**src/logic/pmd_pkg.sv**
```systemverilog
// Constants for the peripheral module disable register bank
package pmd_pkg;
    localparam int PMD_DATA_W = 16;
    localparam int PMD_ADDR_W = 4;
    // ----------------------------------------
    // Register offset and reset value
    // ----------------------------------------
    localparam logic [3:0] PMD_REG1_OFS = 4'h0;
    localparam logic [15:0] PMD_REG1_RST = 16'h0000;
    // ----------------------------------------
    // Field positions
    // ----------------------------------------
    localparam int PMD_TIMER5_BIT = 15;
    localparam int PMD_TIMER4_BIT = 14;
    localparam int PMD_TIMER3_BIT = 13;
    localparam int PMD_TIMER2_BIT = 12;
    localparam int PMD_TIMER1_BIT = 11;
    localparam int PMD_TWI_BIT = 7;
    localparam int PMD_UART_BIT = 5;
    localparam int PMD_SPI_BIT = 3;
    localparam int PMD_ADC_BIT = 0;
    // Implemented bits; all others are unimplemented
    localparam logic [15:0] PMD_IMPL_MASK = 16'hF8A9;
endpackage

```
**src/logic/pmd_bus_if.sv**
```systemverilog
// Register write and read path shared between the bank and its store
`timescale 1ns/1ps
interface pmd_bus_if;
    import pmd_pkg::*;
    logic wrEn;
    logic [PMD_DATA_W-1:0] wrData;
    logic [PMD_DATA_W-1:0] regValue;
    modport ctrl (output wrEn, output wrData, input regValue);
    modport store (input wrEn, input wrData, output regValue);
endinterface

```
**src/logic/pmd_reg_store.sv**
```systemverilog
// Storage of the disable register with masked writes
`timescale 1ns/1ps
module pmd_reg_store
    import pmd_pkg::*;
(
    input wire logic clk,
    input wire logic rst,
    pmd_bus_if.store bus
);
    logic [PMD_DATA_W-1:0] store_q;
    logic [PMD_DATA_W-1:0] store_d;

    // Masking on write keeps unimplemented bits at zero forever
    assign store_d = bus.wrEn ? (bus.wrData & PMD_IMPL_MASK) : store_q;
    assign bus.regValue = store_q;

    always_ff @(posedge clk or posedge rst) begin
        if (rst) begin
            store_q <= PMD_REG1_RST;
        end else begin
            store_q <= store_d;
        end
    end
endmodule

```
**src/logic/pmd_top.sv**
```systemverilog
// Peripheral module disable register bank, top level
//
// Added by the designer: the plain strobed port and the register addresses.
`timescale 1ns/1ps
module pmd_top
    import pmd_pkg::*;
(
    input wire logic clk,
    input wire logic rst,
    input wire logic [PMD_ADDR_W-1:0] regAddr,
    input wire logic [PMD_DATA_W-1:0] regWrData,
    input wire logic regWrite,
    input wire logic regRead,
    output logic [PMD_DATA_W-1:0] regRdData,
    output logic timerFiveOff,
    output logic timerFourOff,
    output logic timerThreeOff,
    output logic timerTwoOff,
    output logic timerOneOff,
    output logic twoWireUnitOff,
    output logic serialPortOff,
    output logic serialPeriphOff,
    output logic converterOff
);
    // ----------------------------------------
    // Address decode
    // ----------------------------------------
    pmd_bus_if bus ();
    logic [PMD_DATA_W-1:0] regRdData_q;
    logic [PMD_DATA_W-1:0] regRdData_d;
    logic [PMD_DATA_W-1:0] offBits_q;
    wire hitReg = (regAddr == PMD_REG1_OFS);
    wire writeHit = regWrite && hitReg;
    wire readHit = regRead && hitReg;
    // Unmapped addresses read as zero and swallow writes
    assign bus.wrEn = regWrite & hitReg;
    assign bus.wrData = regWrData;
    assign regRdData_d = (regRead && hitReg) ? bus.regValue : 16'h0000;

    pmd_reg_store u_store (
        .clk(clk),
        .rst(rst),
        .bus(bus)
    );

    // ----------------------------------------
    // Output flops
    // ----------------------------------------
    // Disable lines follow the store one cycle later so every output is a flop
    always_ff @(posedge clk or posedge rst) begin
        if (rst) begin
            regRdData_q <= PMD_REG1_RST;
            offBits_q <= PMD_REG1_RST;
        end else begin
            regRdData_q <= regRdData_d;
            offBits_q <= bus.regValue;
        end
    end

    assign regRdData = regRdData_q;
    assign timerFiveOff = offBits_q[PMD_TIMER5_BIT];
    assign timerFourOff = offBits_q[PMD_TIMER4_BIT];
    assign timerThreeOff = offBits_q[PMD_TIMER3_BIT];
    assign timerTwoOff = offBits_q[PMD_TIMER2_BIT];
    assign timerOneOff = offBits_q[PMD_TIMER1_BIT];
    assign twoWireUnitOff = offBits_q[PMD_TWI_BIT];
    assign serialPortOff = offBits_q[PMD_UART_BIT];
    assign serialPeriphOff = offBits_q[PMD_SPI_BIT];
    assign converterOff = offBits_q[PMD_ADC_BIT];
endmodule

```
**config.mk**
```make
export PLATFORM = sky130hd
export DESIGN_NAME = pmd_top
export DESIGN_NICKNAME = d
export VERILOG_FILES = /design/src/logic/pmd_pkg.sv /design/src/logic/pmd_bus_if.sv /design/src/logic/pmd_reg_store.sv /design/src/logic/pmd_top.sv
export SDC_FILE = /design/constraint.sdc
export NUM_CORES = 1
export LEC_CHECK = 0
export ABC_CLOCK_PERIOD_IN_PS = 2150
export BUFFER_PORTS_ARGS = -buffer_cell sky130_fd_sc_hd__buf_2
export CORE_MARGIN = 2
export CORE_UTILIZATION = 32
export CTS_BUF_LIST = sky130_fd_sc_hd__clkbuf_2 sky130_fd_sc_hd__clkbuf_4 sky130_fd_sc_hd__clkbuf_8
export CTS_CLUSTER_SIZE = 40
export DETAILED_ROUTE_END_ITERATION = 8
export PLACE_DENSITY = 0.57
export SYNTH_ARGS = -nofsm -noshare
export SYNTH_HDL_FRONTEND = slang
export SYNTH_SLANG_ARGS = --single-unit
export TNS_END_PERCENT = 5
```
**constraint.sdc**
```tcl
create_clock -name clk -period 2.15 [get_ports clk]
set_input_delay 0 -clock clk [delete_from_list [all_inputs] [get_ports clk]]
set_output_delay 0 -clock clk [all_outputs]
set_load 0.02 [all_outputs]
```
==> key figures, run 1 <==
Drt
  – Initial drt markers: 23
  – Final ANT Viol Nets: 0
  – Wirelength, routed: 1.60 mm
  – Post-DR vias/cell: 4.25
  – Drt wl/cell: 11.9 um
  – DR vias: 574
  – Post-route DRC: 0
  – DRT Pass-1 Iters: 3

Floorplanning
  – Cell row count: 19
  – Die Width: 58.1 um
  – Io pins: 49
  – Die Area: 0.00338 sq mm
  – Core Area: 0.00276 sq mm
  – Chip Height: 58.1 um
  – Starting Density: 34.0%

Clock tree
  – Clock-pin slew on the worst setup and hold paths: 0.15 ns
  – Clk Latency, worst-skew pair: 0.32 ns
  – Maximum root-to-sink buffer count: 2
  – Clock H-tree levels: 1
  – Post-CTS setup buffer count: 0
  – CTS root buf: clkbuf_4
  – Clock buffer count from CTS: 3
  – CTS sink cnt: 27
  – TritonCTS clock tree: done

Setup path
  – R2R Path End: u_store.bus.regValue[12]
  – CP max FO: 10
  – Worst path required time: 2.36 ns
  – Worst Setup EP: u_store.bus.regValue[0]
  – Crit path from: regAddr[3]
  – Worst Setup End Kind: register
  – WS Path Type: in2reg
  – Reg-to-Reg Start: u_store.bus.regValue[12]
  – Cells on worst reg2reg path: 1
  – Startpoint Class: input port
  – Worst EP arrival: 1.23 ns
  – Setup slack, reg-to-reg: 1.38 ns

Yosys
  – Post-synthesis compound-gate area fraction: 0%
  – Register area share after synthesis: 72.1%
  – Flops & latches, synth: 27
  – XOR/XNOR Fraction of Synth Area: 0%
  – Adder-cell share of the synthesized area: 0%
  – Yosys warns: 0
  – Synth Area in Simple Gates: 10.7%
  – Synthesized area per cell: 16.7 sq um
  – Main combinational cell family by area after synthesis: multiplexers
  – Mux cell area share after synthesis: 10.8%
  – Synth Cell Area: 937 sq um
  – Post-synth cell types: 8
  – Synthesized instance count: 56

Run status
  – Status: finished, final reports clean

Final layout
  – Nets@finish: 129
  – Finished Layout Cells: 135
  – Share of cells above drive strength 1: 56.7%
  – Area Overhead vs Synth: 33.8%
  – N_diodes: 0

Timing
  – Actual slew at the worst max-slew pin: 0.619 ns
  – Min setup slack post-route: 1.13 ns
  – Hold slack: 0.0295 ns
  – Fin crit share: 47.5%
  – Unrepaired setup endpoints after global routing: no
  – Clk_skew: 0.0119 ns
  – Setup violations, final: 0
  – Tmin final: 1.02 ns
  – Max Fclk: 978 MHz
  – Pins Over Slew Limit: 0
  – Slew headroom: 58.4%
  – Final-report hold violation count: 0
  – TNS Setup: 0 ns

Run
  – Max Cap Viol: 0

Placed design
  – Dpl cells: 121
  – Gpl congestion: 0.644
  – IO buf count: 34
  – HPWL after DPL: 1.10 mm
  – Pre-CTS setup slack: 0.764 ns

Global route
  – GRT Total Usage: 10.5%
  – Global-route wire length before repair: 2.57 mm
  – Initial antenna violation count: 0
  – Largest net degree at the start of global routing: 28
  – Global route overflow: 0
  – Vias in the first global route: 579

Worst hold path
  – Hold path depth: 2
  – Hold Path Class: in2reg

Power and ir drop
  – Peak supply drop: 553 uV
  – Leak pwr: 0.690 nW
  – Power Density: 819 mW/mm^2
logic make-up (layout without fill, tap and decap cells):
kind of cell	after synthesis	in the layout
buffers and inverters	8	50
muxes	9	9
and+or+nand+nor	11	11
other	1	7
DFF	27	27
metrics by stage:
stage,utilization [%],total power [mW],cell area (sq um)
2_1_floorplan,-,0.748,960
3_3_place_gp,40.7,0.810,1120
3_5_place_dp,40.7,0.813,1120
4_1_cts,45.5,1.04,1250
5_1_grt,45.5,1.08,1250
6_report,45.5,1.03,1250
cell usage after synthesis:
| cell | instances | share of area (%) |
|---|---|---|
| dfrtp_1 | 27 | 72 |
| and3_2 | 9 | 7.2 |
| mux2_2 | 9 | 11 |
| buf_4 | 7 | 5.6 |
| conb_1 | 1 | 0.40 |
| inv_1 | 1 | 0.40 |
| nand2_4 | 1 | 1.2 |
| nor4_4 | 1 | 2.3 |
critical path: stages:
cell and delay, ns:
buf_2 0.11, nor4_4 0.59, nand2_4 0.21, mux2_2 0.32
final cells by class:
class,instances,area [sq um]
clock buffers,3,22.5
well taps,31,38.8
inverters,1,3.75
repair buffers,45,278
flip-flops and latches,27,676
multi-input cells,27,228
clock inverters,1,7.51
fillers,254,1500
how the worst min path moves through the flow:
| stage | from | to | slack, ns |
|---|---|---|---|
| after detailed placement | rst | u_store.bus.regValue[11] | 0.07 |
| final | regRead | regRdData[15] | 0.03 |
| after global routing | regRead | regRdData[14] | 0.02 |
| after floorplan | rst | offBits_q[0] | 0.05 |
| after CTS | regRead | regRdData[15] | 0.02 |
| after global placement | rst | regRdData[13] | 0.07 |
power by group:
group          internal [mW]  switching (mW)  total (mW)
sequential             0.587          0.0310       0.618
combinational         0.0832           0.111       0.194
clock                 0.0710           0.144       0.215
total                  0.741           0.286        1.03
repair_timing:
| item | in CTS | in global routing |
|---|---|---|
| hold buffers | 10 | 0 |
| endpoints found under the hold margin | 36 | 0 |
| gates resized for setup | 0 | 0 |
registers in the layout, indices dropped and copies added, names as in the netlist:
name / flops
regRdData: 9
offBits_q: 9
u_store.bus.regValue: 9
layer usage:
layer | global-route usage, % | wire length [um] | vias up
met5 | 0 | 0 | -
met2 | 16.6 | 766 | 25
met4 | 5.98 | 24 | 0
li1 | - | - | 268
met1 | 13.4 | 690 | 279
met3 | 2.23 | 122 | 2
cells in the final DEF (no fill, tap or decap):
cell / n
mux2_2: 9
nand2_4: 1
clkbuf_4: 3
buf_4: 1
conb_1: 7
and3_2: 9
nor4_4: 1
dlygate4sd3_1: 10
buf_2: 34
dfrtp_1: 27
inv_1: 1
clkinvlp_4: 1
Note: power is estimated with default switching activity, not from simulation.
==> run 2, diff against run 1 <==
--- a/config.mk
+++ b/config.mk
@@ -5,14 +5,14 @@
 export SDC_FILE = /design/constraint.sdc
 export NUM_CORES = 1
 export LEC_CHECK = 0
-export ABC_CLOCK_PERIOD_IN_PS = 2150
+export ABC_CLOCK_PERIOD_IN_PS = 800
 export BUFFER_PORTS_ARGS = -buffer_cell sky130_fd_sc_hd__buf_2
 export CORE_MARGIN = 2
 export CORE_UTILIZATION = 32
 export CTS_BUF_LIST = sky130_fd_sc_hd__clkbuf_2 sky130_fd_sc_hd__clkbuf_4 sky130_fd_sc_hd__clkbuf_8
 export CTS_CLUSTER_SIZE = 40
 export DETAILED_ROUTE_END_ITERATION = 8
-export PLACE_DENSITY = 0.57
+export PLACE_DENSITY = 0.59
 export SYNTH_ARGS = -nofsm -noshare
 export SYNTH_HDL_FRONTEND = slang
 export SYNTH_SLANG_ARGS = --single-unit
==> constraint.sdc (replaced) <==
create_clock -name clk -period 0.8 [get_ports clk]
set_input_delay 0 -clock clk [delete_from_list [all_inputs] [get_ports clk]]
set_output_delay 0 -clock clk [all_outputs]
set_load 0.02 [all_outputs]
==> run 2 against run 1 <==
Compared with the run above:
- the flow now finishes with violations (negative setup slack)
- final cell count is 0.74% higher
- non-clock buffer count up 1
- highest routed layer unchanged
- global-route usage fell by 0.39 points
- count of clock-buffer cells in the layout is the same
- largest cell class unchanged
==> key figures, run 2 (synthesis results as in run 1) <==
Floorplanning
  – Cell row count: 19 (unchanged)
  – Die Area: 0.00338 sq mm (unchanged)
  – Starting Density: 34.0% (unchanged)
  – Io pins: 49 (unchanged)
  – Chip Height: 58.1 um (unchanged)
  – Die Width: 58.1 um (unchanged)
  – Core Area: 0.00276 sq mm (unchanged)

Final layout
  – Area Overhead vs Synth: 38.6%
  – Fin area: 0.00130 sq mm (+3.6%)
  – N_diodes: 0 (unchanged)
  – Finished Layout Cells: 136 (+0.74%)
  – Share of cells above drive strength 1: 57.1% (+0.41 points)
  – Commonest cells after routing, fill and taps aside: 30 x buf_2, 27 x dfrtp_1, 10 x dlygate4sd3_1, 9 x and3_2, 7 x conb_1
  – Most common cell after layout, fill and taps aside: buf_2
  – Nets@finish: 130 (+0.78%)

Worst hold path
  – Hold path depth: 2 (unchanged)
  – Hold Path Class: in2reg

Drt
  – Met2 wire length: 784 um (+2.3%)
  – Final ANT Viol Nets: 0 (unchanged)
  – Max layer used: met4
  – DRT Pass-1 Iters: 2 (-1)
  – Post-DR vias/cell: 4.25 (about the same)
  – DRT met1 WL: 692 um (+0.29%)
  – Initial drt markers: 9 (-61%)
  – Wirelength, routed: 1.60 mm (-0.37%)
  – Drt wl/cell: 11.7 um (-1.1%)
  – DR vias: 578 (+0.70%)
  – Met3 wire len: 95 um (-22%)
  – Post-route DRC: 0 (unchanged)

Run status
  – Status: complete, but fails checks
  – Violated checks: negative setup slack

Placed design
  – Dpl cells: 122 (+0.83%)
  – Pre-CTS setup slack: -0.217 ns (-0.980 ns)
  – Placed Area: 0.00113 sq mm (+0.67%)
  – Gpl congestion: 0.607 (-5.8%)
  – IO buf count: 34 (unchanged)
  – HPWL after DPL: 1.08 mm (-2.0%)

Timing
  – Setup violations, final: 18 (+18)
  – Fin crit share: 108%
  – Max Fclk: 1160 MHz
  – Final-report hold violation count: 0 (unchanged)
  – Unrepaired setup endpoints after global routing: yes
  – Tmin final: 0.864 ns
  – Clk_skew: 0.000923 ns (-0.0110 ns)
  – Pins Over Slew Limit: 0 (unchanged)
  – Min setup slack post-route: -0.0638 ns (-1.19 ns)

Setup path
  – Worst Setup End Kind: primary output
  – Reg-to-Reg Start: u_store.bus.regValue[12]
  – CP peak stage delay: 0.41 ns (-0.18 ns)
  – CP cell instances: buf_6
  – WS Path Type: reg2out
  – Family with the most delay on the worst path: flip-flops
  – Startpoint Class: register
  – Worst path required time: 0.80 ns (-1.56 ns)
  – Worst Setup EP: timerFourOff
  – Worst path bufs/invs: 1 (unchanged)
  – CP max FO: 1 (-9)
  – Critical Path Stages: 1 (-3)
  – R2R Path End: u_store.bus.regValue[12]
  – Crit path from: offBits_q[14]
  – CP max stage cell: dfrtp_1
  – Cells on worst reg2reg path: 1 (unchanged)
  – Worst EP arrival: 0.86 ns (-0.37 ns)
  – Setup slack, reg-to-reg: 0.02 ns (-1.36 ns)

Clock tree
  – Clock-pin slew on the worst setup and hold paths: 0.15 ns (about the same)
  – Clock H-tree levels: 1 (unchanged)
  – Maximum root-to-sink buffer count: 2 (unchanged)
  – Clk Latency, worst-skew pair: 0.32 ns (about the same)
  – Clock buffer count from CTS: 3 (unchanged)
  – CTS sink cnt: 27 (unchanged)
  – TritonCTS clock tree: done
  – CTS root buf: clkbuf_4

Global route
  – Initial antenna violation count: 0 (unchanged)
  – Global route overflow: 0 (unchanged)
  – Largest net degree at the start of global routing: 28 (unchanged)
  – Vias in the first global route: 603 (+4.1%)
  – Global-route wire length before repair: 2.55 mm (-0.78%)
  – GRT Total Usage: 10.1% (-0.39 points)

Power and ir drop
  – Peak supply drop: 1110 uV (+100%)
  – Power Density: 2170 mW/mm^2 (+160%)
  – Leak pwr: 0.722 nW (+4.7%)

Run
  – Max Cap Viol: 0 (unchanged)
==> run 2: changes by cell type in the layout (fill, tap and decap cells not counted), sizes merged <==
cell / before / now
buf: 35 / 36
clkinv: 0 / 1
clkinvlp: 1 / 0
==> run 2: worst min path at each step <==
stage	start	end
final	regRead	regRdData[15]
after global routing	regRead	regRdData[11]
after CTS	regRead	regRdData[15]
after detailed placement	rst	offBits_q[3]
after global placement	rst	regRdData[13]
after floorplan	rst	offBits_q[0]
==> run 2: final cells by class <==
class / instances / area (sq um)
repair buffers: 46 / 310
clock inverters: 1 / 5.00
inverters: 1 / 3.75
well taps: 31 / 38.8
fillers: 270 / 1460
clock buffers: 3 / 22.5
multi-input cells: 27 / 243
flip-flops and latches: 27 / 676
==> run 2: through the flow <==
stage          setup TNS [ns]  total power, mW  util (%)  hold WS (ns)
2_1_floorplan           -1.50             2.01         -        0.0527
3_3_place_gp            -2.87             2.18      41.0        0.0646
3_5_place_dp            -2.95             2.19      41.0        0.0765
4_1_cts                 -1.13             2.81      46.3        0.0233
5_1_grt                 -1.53             2.94      47.1        0.0184
6_report               -0.860             2.81      47.1        0.0339
==> run 2: timing repair <==
action | 4_1_cts | 5_1_grt
endpoints found under the hold margin | 36 | 0
buffers inserted | 0 | 0
hold buffers | 10 | 0
resized for setup | 6 | 6
pin swaps | 0 | 0
endpoints found under the setup margin | 18 | 22
==> run 2: per-layer routing <==
metal,up-vias,GRT usage [%]
met3,2,1.56
li1,270,-
met1,285,11.9
met4,0,5.98
met2,21,17.4
met5,-,0
==> run 2: power by group <==
| group | internal (mW) | switching (mW) |
|---|---|---|
| Combinational | 0.268 | 0.299 |
| Clock | 0.187 | 0.386 |
| Sequential | 1.58 | 0.0967 |
| Total | 2.03 | 0.782 |
